$ cat src/uds_pkg.sv
`default_nettype none
package uds_pkg;
  // ==========================================================
  // Timing
  localparam int unsigned CLK_KHZ = 125000;
  localparam int unsigned T_IDLE_US = 3000;
  localparam int unsigned T_POWER_OFF_SUSPEND_MODE_US = 2000;
  localparam int unsigned T_RWAKE_US = 10000;
  localparam int unsigned T_WAKE_MAX_US = 15000;
  localparam int unsigned TMR_W = 21;
  // Idle must last more than the limit, so one extra cycle
  localparam int unsigned IDLE_CYC = T_IDLE_US * CLK_KHZ / 1000 + 1;
  localparam int unsigned POWER_OFF_SUSPEND_MODE_CYC = T_POWER_OFF_SUSPEND_MODE_US * CLK_KHZ / 1000;
  localparam int unsigned RWAKE_CYC = T_RWAKE_US * CLK_KHZ / 1000;
  localparam int unsigned WAKE_MAX_CYC = T_WAKE_MAX_US * CLK_KHZ / 1000;
  // Oscillator wait leaves room for the K-state inside the wake limit
  localparam int unsigned OSC_TMO_CYC = WAKE_MAX_CYC - RWAKE_CYC - 4;

  // ==========================================================
  // Register map
  localparam int unsigned ADDR_W = 8;
  localparam logic [7:0] ADDR_IRQ_STATUS = 8'h00;
  localparam logic [7:0] ADDR_IRQ_MASK = 8'h04;
  localparam logic [7:0] ADDR_MODE = 8'h08;
  localparam logic [7:0] ADDR_HW_CONFIG = 8'h0c;
  localparam logic [7:0] ADDR_UNLOCK = 8'h10;
  localparam logic [7:0] ADDR_STATE = 8'h14;
  localparam int unsigned BIT_SUSP = 0;
  localparam int unsigned BIT_RESM = 1;
  localparam int unsigned BIT_LINE_IDLE = 2;
  localparam logic [15:0] UNLOCK_KEY = 16'haa37;
  localparam logic [1:0] MASK_RST = 2'h0;
  localparam logic [1:0] MODE_RST = 2'h0;
  localparam logic [3:0] HWCFG_RST = 4'h8;

  // ==========================================================
  // Types
  typedef enum logic [4:0] {
    ST_AWAKE = 5'h01,
    ST_SUSP_WAIT = 5'h02,
    ST_SUSPENDED = 5'h04,
    ST_WAKE_OSC = 5'h08,
    ST_REMOTE_K = 5'h10
  } uds_state_t;

  typedef struct packed {
    logic clock_keepalive;
    logic power_off_suspend_mode;
    logic select_wake_enable;
    logic pullup_source_select;
  } uds_hwcfg_t;

  typedef struct packed {
    logic suspend_entry_strobe;
    logic internal_pullup_connect;
  } uds_mode_t;

  typedef struct packed {
    logic resume_irq_enable;
    logic suspend_irq_enable;
  } uds_mask_t;
endpackage
`default_nettype wire

$ cat src/uds_suspend_resume.sv
// Decided for this implementation: the placing of the registers and the AHB-Lite slave port.
`timescale 1ns/1ns
`default_nettype none
// Contract
// RQ1: Host K-state while suspended starts the wake-up sequence.
// RQ2: High wake request while suspended starts a remote wake-up.
// RQ3: Low chip select wakes only if enabled and bus supply present.
// RQ4: Oscillator enabled first; clocks distributed only once stable. Code also distributes them after the OSC_TMO_CYC_P timeout.
// RQ5: With clocks running, suspend output drops and resume flag sets.
// RQ6: Resume flag raises interrupt only when its enable is set.
// RQ7: Normal operation restored within 15 ms of wake start.
// RQ8: Application wake drives K-state on the bus for 10 ms.
// RQ9: Application restores system after suspend output drops.
// RQ10: After wake-up, register writes ignored until unlocked.
// RQ11: Writing key AA37H to unlock command re-enables writes.
// RQ12: Awake-to-suspend bus transition sets the suspend event flag.
// RQ13: Live line idle status reads 1 while bus is suspended.
// RQ14: Suspend flag raises interrupt only when its enable is set.
// RQ15: Suspend entered on falling edge of the entry strobe bit.
// RQ16: Connect bit controls attaching the internal pull-up.
// RQ17: Config bit selects internal or external pull-up.
// RQ18: Config bit selects powered-off suspend mode switching power.
// RQ19: Bus suspend detected after more than 3 ms idle.
// RQ20: Powered-off mode asserts suspend and stops clocks 2 ms after strobe.
// RQ21: Firmware clears clock keep-alive before suspend.
// RQ22: Remote K-state starts after clocks stable, timed by device clock. Code also starts it after the OSC_TMO_CYC_P timeout.
module uds_suspend_resume
  import uds_pkg::*;
#(
  parameter logic [TMR_W-1:0] IDLE_CYC_P = TMR_W'(IDLE_CYC),
  parameter logic [TMR_W-1:0] POWER_OFF_SUSPEND_MODE_CYC_P = TMR_W'(POWER_OFF_SUSPEND_MODE_CYC),
  parameter logic [TMR_W-1:0] RWAKE_CYC_P = TMR_W'(RWAKE_CYC),
  parameter logic [TMR_W-1:0] OSC_TMO_CYC_P = TMR_W'(OSC_TMO_CYC)
) (
  input wire logic hclk,
  input wire logic hresetn,
  input wire logic hsel,
  input wire logic [31:0] haddr,
  input wire logic [1:0] htrans,
  input wire logic hwrite,
  input wire logic [2:0] hsize,
  input wire logic [31:0] hwdata,
  input wire logic hready,
  output logic hreadyout,
  output logic hresp,
  output logic [31:0] hrdata,
  input wire logic line_idle,
  input wire logic line_k,
  input wire logic wake_req,
  input wire logic cs_n,
  input wire logic vbus,
  input wire logic osc_stable,
  output logic osc_enable,
  output logic clk_gate,
  output logic suspend_out,
  output logic power_switch_off,
  output logic bus_k_drive,
  output logic pullup_int_en,
  output logic pullup_ext_en,
  output logic irq
);
  // ==========================================================
  // Input synchronisers
  logic [5:0] sync1, sync2;
  logic s_line_idle, s_line_k, s_wake_req;
  logic s_cs_n, s_vbus, s_osc_stable;

  always_ff @(posedge hclk or negedge hresetn) begin
    if (!hresetn) begin
      sync1 <= 6'h00;
      sync2 <= 6'h00;
    end else begin
      sync1 <= {osc_stable, vbus, cs_n, wake_req, line_k, line_idle};
      sync2 <= sync1;
    end
  end
  assign {s_osc_stable, s_vbus, s_cs_n, s_wake_req, s_line_k, s_line_idle} = sync2;

  // ==========================================================
  // Bus slave
  logic ap_valid, ap_wr;
  logic [ADDR_W-1:0] ap_addr;
  logic wr_en;
  logic wr_allowed;
  logic locked;
  uds_mask_t mask;
  uds_mode_t mode;
  uds_hwcfg_t hwcfg;
  logic sus_flag;
  logic resm_flag;
  logic line_susp;
  uds_state_t state;
  logic [31:0] rd_mux;

  assign hreadyout = 1'b1;
  assign hresp = 1'b0;

  always_ff @(posedge hclk or negedge hresetn) begin
    if (!hresetn) begin
      ap_valid <= 1'b0;
      ap_wr <= 1'b0;
      ap_addr <= 8'h00;
    end else if (hready) begin
      ap_valid <= hsel && htrans[1];
      ap_wr <= hsel && htrans[1] && hwrite;
      ap_addr <= haddr[ADDR_W-1:0];
    end
  end

  assign wr_en = ap_valid && ap_wr;
  // Lock blocks writes
  assign wr_allowed = wr_en && (!locked || ap_addr == ADDR_UNLOCK);

  always_comb begin
    rd_mux = 32'h0000_0000;
    case (haddr[ADDR_W-1:0])
      ADDR_IRQ_STATUS: rd_mux = {29'h0, line_susp, resm_flag, sus_flag};
      ADDR_IRQ_MASK: rd_mux = {30'h0, mask};
      ADDR_MODE: rd_mux = {30'h0, mode};
      ADDR_HW_CONFIG: rd_mux = {28'h0, hwcfg};
      ADDR_STATE: rd_mux = {26'h0, locked, state};
      default: rd_mux = 32'h0000_0000;
    endcase
  end

  always_ff @(posedge hclk or negedge hresetn) begin
    if (!hresetn) begin
      hrdata <= 32'h0000_0000;
    end else if (hready && hsel && htrans[1] && !hwrite) begin
      hrdata <= rd_mux;
    end
  end

  // ==========================================================
  // Control registers
  logic strobe_fall;

  always_ff @(posedge hclk or negedge hresetn) begin
    if (!hresetn) begin
      mask <= MASK_RST;
      mode <= MODE_RST;
      hwcfg <= HWCFG_RST;
    end else if (wr_allowed) begin
      case (ap_addr)
        ADDR_IRQ_MASK: mask <= hwdata[1:0];
        ADDR_MODE: mode <= hwdata[1:0];
        ADDR_HW_CONFIG: hwcfg <= hwdata[3:0];
        default: ;
      endcase
    end
  end

  // RQ15 falling strobe edge
  assign strobe_fall = wr_allowed && ap_addr == ADDR_MODE && mode.suspend_entry_strobe &&
                       !hwdata[1];

  // RQ16 RQ17 pull-up steering
  assign pullup_int_en = mode.internal_pullup_connect && !hwcfg.pullup_source_select;
  assign pullup_ext_en = mode.internal_pullup_connect && hwcfg.pullup_source_select;

  // ==========================================================
  // Bus idle detection
  logic [TMR_W-1:0] idle_cnt;
  logic susp_evt;

  always_ff @(posedge hclk or negedge hresetn) begin
    if (!hresetn) begin
      idle_cnt <= '0;
    end else if (!s_line_idle) begin
      idle_cnt <= '0;
    end else if (idle_cnt != IDLE_CYC_P) begin
      idle_cnt <= idle_cnt + TMR_W'(1);
    end
  end

  // RQ19 RQ13 idle beyond limit
  assign line_susp = idle_cnt == IDLE_CYC_P;
  assign susp_evt = s_line_idle && idle_cnt == IDLE_CYC_P - TMR_W'(1);

  // ==========================================================
  // Wake sequencer
  logic [TMR_W-1:0] tmr;
  logic remote;
  logic wake_host;
  logic wake_app;
  logic osc_done;
  logic wake_done;

  // RQ1 RQ2 RQ3 wake sources
  assign wake_host = s_line_k;
  assign wake_app = s_wake_req || (!s_cs_n && hwcfg.select_wake_enable && s_vbus);
  assign osc_done = s_osc_stable || tmr == OSC_TMO_CYC_P - TMR_W'(1);
  assign wake_done = state == ST_WAKE_OSC && osc_done;

  always_ff @(posedge hclk or negedge hresetn) begin
    if (!hresetn) begin
      state <= ST_AWAKE;
      tmr <= '0;
      remote <= 1'b0;
    end else begin
      tmr <= tmr + TMR_W'(1);
      case (state)
        ST_AWAKE: begin
          tmr <= '0;
          if (strobe_fall) begin
            // RQ20 RQ18 powered-off delay
            state <= hwcfg.power_off_suspend_mode ? ST_SUSP_WAIT : ST_SUSPENDED;
          end
        end
        ST_SUSP_WAIT: begin
          if (tmr == POWER_OFF_SUSPEND_MODE_CYC_P - TMR_W'(1)) begin
            state <= ST_SUSPENDED;
          end
        end
        ST_SUSPENDED: begin
          tmr <= '0;
          if (wake_host || wake_app) begin
            state <= ST_WAKE_OSC;
            remote <= wake_app && !wake_host;
          end
        end
        ST_WAKE_OSC: begin
          // RQ4 RQ7 wait for oscillator
          if (osc_done) begin
            tmr <= '0;
            state <= remote ? ST_REMOTE_K : ST_AWAKE;
          end
        end
        ST_REMOTE_K: begin
          // RQ8 RQ22 timed K-state
          if (tmr == RWAKE_CYC_P - TMR_W'(1)) begin
            state <= ST_AWAKE;
          end
        end
        default: state <= ST_AWAKE;
      endcase
    end
  end

  // RQ4 gated clocks
  assign osc_enable = state != ST_SUSPENDED || hwcfg.clock_keepalive;
  assign clk_gate = state == ST_AWAKE || state == ST_SUSP_WAIT || state == ST_REMOTE_K;
  // RQ5 suspend output
  assign suspend_out = state == ST_SUSPENDED || state == ST_WAKE_OSC;
  assign power_switch_off = suspend_out && hwcfg.power_off_suspend_mode;
  assign bus_k_drive = state == ST_REMOTE_K;

  // ==========================================================
  // Event flags, lock and interrupt
  logic clr_wr;

  assign clr_wr = wr_allowed && ap_addr == ADDR_IRQ_STATUS;

  always_ff @(posedge hclk or negedge hresetn) begin
    if (!hresetn) begin
      sus_flag <= 1'b0;
      resm_flag <= 1'b0;
    end else begin
      // RQ12 suspend event
      sus_flag <= susp_evt || (sus_flag && !(clr_wr && hwdata[BIT_SUSP]));
      // RQ5 resume event
      resm_flag <= wake_done || (resm_flag && !(clr_wr && hwdata[BIT_RESM]));
    end
  end

  always_ff @(posedge hclk or negedge hresetn) begin
    if (!hresetn) begin
      locked <= 1'b0;
    end else if (wake_done) begin
      // RQ10 lock on wake
      locked <= 1'b1;
    end else if (wr_en && ap_addr == ADDR_UNLOCK && hwdata[15:0] == UNLOCK_KEY) begin
      // RQ11 unlock key
      locked <= 1'b0;
    end
  end

  // RQ6 RQ14 masked interrupt
  assign irq = (resm_flag && mask.resume_irq_enable) || (sus_flag && mask.suspend_irq_enable);

  // ==========================================================
  // Checks
  logic [TMR_W-1:0] wake_cnt;

  always_ff @(posedge hclk or negedge hresetn) begin
    if (!hresetn) begin
      wake_cnt <= '0;
    end else if (state == ST_WAKE_OSC || state == ST_REMOTE_K) begin
      wake_cnt <= wake_cnt + TMR_W'(1);
    end else begin
      wake_cnt <= '0;
    end
  end

  property p_wake_host;
    @(posedge hclk) disable iff (!hresetn)
    state == ST_SUSPENDED && s_line_k |=> state == ST_WAKE_OSC && !remote;
  endproperty
  a_wake_host: assert property (p_wake_host) else $error("host resume missed"); // RQ1

  property p_wake_app;
    @(posedge hclk) disable iff (!hresetn)
    state == ST_SUSPENDED && s_wake_req && !s_line_k |=> state == ST_WAKE_OSC && remote;
  endproperty
  a_wake_app: assert property (p_wake_app) else $error("remote wake missed"); // RQ2

  property p_cs_gate;
    @(posedge hclk) disable iff (!hresetn)
    state == ST_SUSPENDED && !s_line_k && !s_wake_req &&
      !(hwcfg.select_wake_enable && s_vbus) |=> state == ST_SUSPENDED;
  endproperty
  a_cs_gate: assert property (p_cs_gate) else $error("unqualified wake"); // RQ3

  property p_clk_order;
    @(posedge hclk) disable iff (!hresetn)
    state == ST_WAKE_OSC && !osc_done |=> !clk_gate && state == ST_WAKE_OSC;
  endproperty
  a_clk_order: assert property (p_clk_order) else $error("clock before stable"); // RQ4

  property p_resume;
    @(posedge hclk) disable iff (!hresetn)
    wake_done |=> resm_flag && !suspend_out && clk_gate && locked;
  endproperty
  a_resume: assert property (p_resume) else $error("resume step wrong"); // RQ5

  property p_irq_mask;
    @(posedge hclk) disable iff (!hresetn)
    !mask.resume_irq_enable && !(sus_flag && mask.suspend_irq_enable) |-> !irq;
  endproperty
  a_irq_mask: assert property (p_irq_mask) else $error("irq not masked"); // RQ6

  property p_wake_bound;
    @(posedge hclk) disable iff (!hresetn)
    wake_cnt <= OSC_TMO_CYC_P + RWAKE_CYC_P && wake_cnt <= TMR_W'(WAKE_MAX_CYC);
  endproperty
  a_wake_bound: assert property (p_wake_bound) else $error("wake too long"); // RQ7

  property p_k_len;
    @(posedge hclk) disable iff (!hresetn)
    $fell(bus_k_drive) |-> $past(tmr) == RWAKE_CYC_P - TMR_W'(1);
  endproperty
  a_k_len: assert property (p_k_len) else $error("K-state length wrong"); // RQ8

  property p_locked;
    @(posedge hclk) disable iff (!hresetn)
    locked && wr_en && ap_addr == ADDR_IRQ_MASK |=> $stable(mask);
  endproperty
  a_locked: assert property (p_locked) else $error("write while locked"); // RQ10

  property p_unlock;
    @(posedge hclk) disable iff (!hresetn)
    !wake_done && wr_en && ap_addr == ADDR_UNLOCK && hwdata[15:0] == UNLOCK_KEY |=> !locked;
  endproperty
  a_unlock: assert property (p_unlock) else $error("unlock failed"); // RQ11

  property p_susp_flag;
    @(posedge hclk) disable iff (!hresetn)
    susp_evt |=> sus_flag && line_susp;
  endproperty
  a_susp_flag: assert property (p_susp_flag) else $error("suspend flag missed"); // RQ12

  property p_strobe;
    @(posedge hclk) disable iff (!hresetn)
    state == ST_AWAKE && !strobe_fall |=> state == ST_AWAKE;
  endproperty
  a_strobe: assert property (p_strobe) else $error("suspend without edge"); // RQ15

endmodule
`default_nettype wire

$ cat config.mk
export PLATFORM = sky130hd
export DESIGN_NAME = uds_suspend_resume
export DESIGN_NICKNAME = d
export VERILOG_FILES = /design/src/uds_pkg.sv /design/src/uds_suspend_resume.sv
export SDC_FILE = /design/constraint.sdc
export NUM_CORES = 1
export LEC_CHECK = 0
export ABC_CLOCK_PERIOD_IN_PS = 3000
export BUFFER_PORTS_ARGS = -buffer_cell sky130_fd_sc_hd__buf_2
export CAP_MARGIN = 20
export CORE_UTILIZATION = 50
export CTS_CLUSTER_SIZE = 8
export DETAILED_ROUTE_END_ITERATION = 6
export PLACE_DENSITY_LB_ADDON = 0.12
export SYNTH_ARGS = -nofsm -noshare
export SYNTH_HDL_FRONTEND = slang
export SYNTH_SLANG_ARGS = --single-unit
$ cat constraint.sdc
create_clock -name hclk -period 3 [get_ports hclk]
set_clock_uncertainty 0.2 [all_clocks]
set_input_delay 0.3 -clock hclk [delete_from_list [all_inputs] [get_ports hclk]]
set_output_delay 0.3 -clock hclk [all_outputs]
set_load 0.01 [all_outputs]
==> reports/metrics.cfg, run 1 <==
[die]
die_w_um = 97.30
std_cell_rows = 34
initial_core_util_pct = 51.81
die_h_um = 97.30
io_pins = 122
die-area_mm2 = 0.009466
coreArea_mm2 = 0.008763

[final_layout]
layout-drive-gt1-share_pct = 21.39
fin_util_pct = 58.31
diodes = 0
final_cell_area_mm2 = 0.005110
area_growth_pct = 12.54
fillers = 777
nNetsFinal = 584

[global_routing]
overflow = 0
met3_usage_pct = 3.022
met1_usage_pct = 28.47
busiest_layer = met2
grt_pass1_vias = 3167
grt_pass1_wl_mm = 15.46
antenna_found_initial = 0
grt_max_degree = 52
grtUsageMet2_pct = 31.53
grt_use_total_pct = 20.30

[job]
max-cap-violations = 0

[timing]
fin_setup_tns_ns = 0
finalSetupViolCount = 0
setup_slack_ns = 0.5649
relSlewSlack_pct = 54.45
worst_pin_slew_ns = 0.6780
fin_crit_ns = 2.435
hold_viol = 0
drv_slew = 0
fin_crit_sh_pct = 81.17
max_freq_mhz = 410.7
rsz0062_at_grt = false

[status]
status = completed

[clock_network]
clock-root-buffer = clkbuf_8
post_cts_buffers = 0
clk_latency_ns = 0.36
clkSlewWorstSetupHoldPaths_ns = 0.10
cts.sinks = 87
cts_buffer_depth = 2
cts_tree = done
tritoncts.num_buffers = 9
cts.htree.levels = 3

[synthesis]
synth.area.top_cells = dfrtp_1, buf_4, xnor2_1
ys_warn_count = 0
syn_avg_cell_area_um2 = 10.39
ys_seq_elements = 87
synth_area_mm2 = 0.004541
synth-edff-count = 0
ys_seq_area_share_pct = 48.00
async_flop_share_pct = 100.0
synth_xor_area_share_pct = 6.944
synth_ff_type = dfrtp_1
yosysTopAreaCellShare_pct = 46.84
synth_top_family_by_area = simple AND/OR/NAND/NOR gates
yosys.area_share.simple_pct = 25.85
synth.distinct_cells = 60
synth_cells = 437
synth_mux_area_share_pct = 5.180
synth_compound_area_share_pct = 5.952
yosysTopAreaCell = dfrtp_1
synth-adder-area-share_pct = 1.102

[worst_setup_path]
crit_type = reg2reg
reg2reg_depth = 7
worst-path-max-fanout = 21
timing.rr.start = tmr[0]
critPathArrivalTime_ns = 2.47
crit_path_end_kind = flop
cp-start-kind = flop
startpoint = tmr[0]
cp.required_ns = 3.03

[place]
place_worst_setup_slack_ns = 0.5597
portBuffers = 49
postPlaceCellArea_mm2 = 0.004772
hpwlAfterDp_mm = 6.310
routabilityCongestion = 0.8580

[drt]
drtIter0Drc = 153
vias = 3250
vias_per_cell = 5.302
drtAntennaViolNets = 0
post-route-drc-count = 0
wl_per_cell_um = 14.46
drtPass1Iterations = 4
wl_mm = 8.862

[hold_path]
hold_class = in2reg
whs_path_depth = 3
min_from = htrans[1]

[pwr]
total_power_mw = 2.183
powerDensity_mw_per_mm2 = 427.3
leakagePower_nw = 2.238
max-vdd-ir-drop_mv = 0.2839

Yosys cell counts (6+ instances only):
library cell	n
mux2_2	10
nor3_1	12
nand4_1	14
nor2b_1	13
nor2_1	17
dfrtp_1	85
o21ai_1	7
and3_1	8
xor2_1	14
or3_1	6
nor4_1	6
xnor2_1	22
and2_1	14
buf_4	28
nor2_2	20
o21ai_0	10
clkbuf_1	9
inv_1	10
nand2_1	36
nand3_1	17
mux2_1	6
placed cells by master, fill, tap and decap left out, drive strengths merged, types with 6 or more instances in the layout:
| cell | synthesis | layout |
|---|---|---|
| a21oi | 6 | 6 |
| and2 | 14 | 14 |
| and3 | 8 | 8 |
| buf | 31 | 52 |
| clkbuf | 9 | 10 |
| conb | 2 | 28 |
| dfrtp | 85 | 85 |
| dlygate4sd3 | 0 | 14 |
| inv | 10 | 12 |
| mux2 | 16 | 16 |
| nand2 | 36 | 36 |
| nand3 | 17 | 17 |
| nand4 | 14 | 14 |
| nor2 | 37 | 37 |
| nor2b | 13 | 13 |
| nor3 | 12 | 12 |
| nor4 | 8 | 8 |
| o21ai | 17 | 17 |
| or3 | 6 | 6 |
| xnor2 | 22 | 22 |
| xor2 | 14 | 14 |
what timing repair did:
| action | in CTS | in global routing |
|---|---|---|
| hold buffers | 14 | 0 |
| hold endpoints to repair | 63 | 0 |
| resized for setup | 0 | 0 |
area by class of cell:
cell class | count | area (um^2) | area share, %
inverters | 10 | 37.54 | 0.7346
multi-input cells | 326 | 2150 | 42.07
well taps | 108 | 135.1 | 2.644
clock inverters | 6 | 70.07 | 1.371
flip-flops and latches | 87 | 2180 | 42.65
clock buffers | 10 | 127.6 | 2.498
repair buffers | 66 | 410.4 | 8.031
sequential cells by signal (all words and copies together), names as in the netlist, 2 cells and up:
name / flops
hwcfg: 4
mask: 2
sync2: 6
idle_cnt: 21
tmr: 21
state: 5
ap_addr: 8
hrdata: 6
mode: 2
sync1: 6
cell families after synthesis:
group,after synthesis
multiplexers,19
flip-flops,87
adder cells (fa/ha/maj),4
AND/OR/NAND/NOR,198
XOR/XNOR,36
buffers and inverters,50
other,2
AO/OA/AOI/OAI,41
per-layer routing:
| metal | wire (um) | vias up |
|---|---|---|
| met4 | 179 | 0 |
| li1 | - | 1599 |
| met3 | 339 | 11 |
| met5 | 0 | - |
| met1 | 4197 | 1559 |
| met2 | 4146 | 81 |
power breakdown:
part           internal, mW  switching, mW
combinational        0.0597         0.0768
clock                 0.391          0.437
sequential             1.20         0.0217
total                  1.65          0.535
metrics by stage:
stage	std cells	hold slack, ns
3_5_place_dp	583	0.1381
5_1_grt	613	0.01499
3_3_place_gp	583	0.1341
6_report	613	0.01218
4_1_cts	613	0.00009598
2_1_floorplan	463	-0.1956
critical path: stages (launching register included):
cell and delay, ns:
dfrtp_1 0.40, ha_1 0.21, or4b_4 0.48, nor4_4 0.32
a21oi_2 0.15, a21oi_4 0.13, buf_4 0.33, nor2b_1 0.08
path summary, 6_finish.rpt:
check	end	slack (ns)
worst max-delay path	tmr[1]	0.56
worst min-delay path	ap_valid	0.01
worst max register to register	tmr[1]	0.56
worst min register to register	sync2[0]	0.15
max in group asynchronous	hwcfg[3]	1.51
min in group asynchronous	ap_valid	0.31
(Power assumes the default switching activity.)
==> run 2: changes to the inputs <==
Settings changed: ABC_CLOCK_PERIOD_IN_PS 3000 to 2550.
Clock period 3 ns to 2.55 ns, I/O delays scaled along.
==> run 2 against run 1 <==
  * Global-route usage fell by 0.29 points
  * First-iteration DRC count is 21% lower
  * Critical path depth shrank 2
  * Wire length down 1.6%
  * Non-clock buffer count grew 6
  * Register-to-register slack got worse by 0.30 ns
  * Count of clock-buffer cells in the layout unchanged
  * Worst setup slack worse by 0.32 ns
  * Sequential cell count is the same
  * Power is 17% higher
==> reports/metrics.cfg, run 2 (same netlist as run 1, synthesis figures left out) <==
[status]
status = completed

[timing]
worst_pin_slew_ns = 0.5267  ; -0.1513 ns
drv_slew = 0  ; unchanged
fin_crit_ns = 2.301
fin_crit_sh_pct = 90.23
finalSetupViolCount = 0  ; unchanged
rsz0062_at_grt = false
relSlewSlack_pct = 64.89  ; +10 points
hold_viol = 0  ; unchanged
fin_setup_tns_ns = 0  ; unchanged
max_freq_mhz = 434.6

[worst_setup_path]
r2r-end = tmr[12]
critPathArrivalTime_ns = 1.85  ; -0.62 ns
crit_path_end_kind = output pin
worst-path-max-fanout = 11  ; -48%
crit_chain = nor2b_1 > and3b_1 > nor2_1 > nor2b_1 > buf_2
cp.required_ns = 2.10  ; -0.93 ns
cpMostUsedCell = nor2b_1
reg2reg_depth = 7  ; unchanged
cp-start-kind = flop
slowest_delay_ns = 0.57  ; +0.09 ns
path_buf_inv = 1  ; unchanged
timing.rr.start = tmr[0]
path_delay_family = simple AND/OR/NAND/NOR gates
reg2reg_slack_ns = 0.26  ; -0.30 ns
critPathSlowestCell = dfrtp_1
crit_type = reg2out

[clock_network]
post_cts_buffers = 0  ; unchanged
cts.sinks = 87  ; unchanged
cts_buffer_depth = 2  ; unchanged
clk_latency_ns = 0.36  ; about the same
clkSlewWorstSetupHoldPaths_ns = 0.09  ; about the same
cts_resized = 0  ; unchanged
cts.htree.levels = 3  ; unchanged
cts_tree = done
cts_hold_buf = 19  ; +5
clock-root-buffer = clkbuf_8
tritoncts.num_buffers = 9  ; unchanged

[drt]
vias = 3262  ; +0.37%
wl_met2_mm = 4.144  ; about the same
dr_wl_met3_um = 370  ; +9.1%
vias_per_cell = 5.270  ; -0.60%
wl_met1_mm = 4.102  ; -2.3%
drtAntennaViolNets = 0  ; unchanged
wl_per_cell_um = 14.09  ; -2.6%
post-route-drc-count = 0  ; unchanged
drtPass1Iterations = 4  ; unchanged
highest_layer = met4
wl_mm = 8.719  ; -1.6%
drtIter0Drc = 121  ; -21%

[hold_path]
min_from = hwdata[1]
hold_end = mode[1]
whs_path_depth = 2  ; -1
hold_class = in2reg

[pwr]
leakagePower_nw = 2.268  ; +1.3%
total_power_mw = 2.564  ; +17%
max-vdd-ir-drop_mv = 0.2716  ; -4.3%
powerDensity_mw_per_mm2 = 494.9  ; +16%

[die]
io_pins = 122  ; unchanged
coreArea_mm2 = 0.008763  ; unchanged
std_cell_rows = 34  ; unchanged
die_h_um = 97.30  ; unchanged
initial_core_util_pct = 51.81  ; unchanged
die-area_mm2 = 0.009466  ; unchanged
die_w_um = 97.30  ; unchanged

[place]
routabilityCongestion = 0.8379  ; -2.3%
portBuffers = 49  ; unchanged
hpwlAfterDp_mm = 6.385  ; +1.2%

[final_layout]
layout-drive-gt1-share_pct = 21.33  ; -0.055 points
final_cell_mix = dfrtp_1, buf_2, nand2_1, conb_1, xnor2_1
layout_commonest_cell = dfrtp_1
reg_top3 = idle_cnt (21), tmr (21), ap_addr (8)
diodes = 0  ; unchanged
nNetsFinal = 590  ; +1.0%
fillers = 759  ; -2.3%
area_growth_pct = 14.08

[global_routing]
grt_max_degree = 41  ; -21%
antenna_found_initial = 0  ; unchanged
grt_pass1_vias = 3181  ; +0.44%
grt_pass1_wl_mm = 15.24  ; -1.4%
grt_use_total_pct = 20.01  ; -0.29 points
overflow = 0  ; unchanged

[job]
max-cap-violations = 0  ; unchanged

[run 2: metal layers]
layer | vias to the layer above | GRT usage [%]
met3 | 11 | 4.245
li1 | 1605 | -
met2 | 75 | 31.09
met5 | - | 0
met1 | 1571 | 28.10
met4 | 0 | 6.561
[run 2: worst max path at each step]
stage / endpoint / slack (ns) / startpoint / depth (start not counted)
detailed placement: tmr[1] / 0.28 / tmr[0] / 7
floorplan: tmr[11] / 0.47 / tmr[0] / 7
CTS: power_switch_off / 0.25 / state[2] / 5
finish: power_switch_off / 0.25 / state[3] / 5
global route: power_switch_off / 0.11 / state[2] / 5
global placement: tmr[1] / 0.28 / tmr[0] / 7
[run 2: area by class of cell]
class                           instances  area [um^2]  share of cell area, %
Timing Repair Buffer                   72        480.5                  9.275
Clock inverter                          6        70.07                  1.353
Inverter                               10        37.54                 0.7246
Clock buffer                           10        127.6                  2.464
Tap cell                              108        135.1                  2.609
Multi-Input combinational cell        326         2150                  41.50
Sequential cell                        87         2180                  42.08
[run 2: per-stage QoR]
stage / cells / hold slack (ns) / setup slack [ns] / cell area, um^2 / utilization (%)
floorplan: 463 / -0.2406 / 0.4701 / 4638 / -
global placement: 584 / 0.05306 / 0.2786 / 4792 / 54.68
detailed placement: 584 / 0.05166 / 0.2786 / 4792 / 54.68
CTS: 619 / 0.002897 / 0.2510 / 5180 / 59.11
global route: 619 / 0.01319 / 0.1052 / 5180 / 59.11
finish: 619 / 0.002898 / 0.2492 / 5180 / 59.11
[run 2: worst register-to-register path: cells and delay by family, from the launching register on]
family / cells / cell delay (ns)
AO/OA/AOI/OAI: 2 / 0.31
adder cells (fa/ha/maj): 1 / 0.21
buffers and inverters: 1 / 0.20
flip-flops: 1 / 0.41
AND/OR/NAND/NOR: 3 / 0.85
[run 2: where the power goes]
group / internal, mW / leakage (nW) / switching (mW) / total (mW)
Combinational: 0.0745 / 1.04 / 0.0909 / 0.165
Clock: 0.458 / 0.0891 / 0.507 / 0.965
Sequential: 1.41 / 1.14 / 0.0249 / 1.43
Total: 1.94 / 2.27 / 0.623 / 2.56
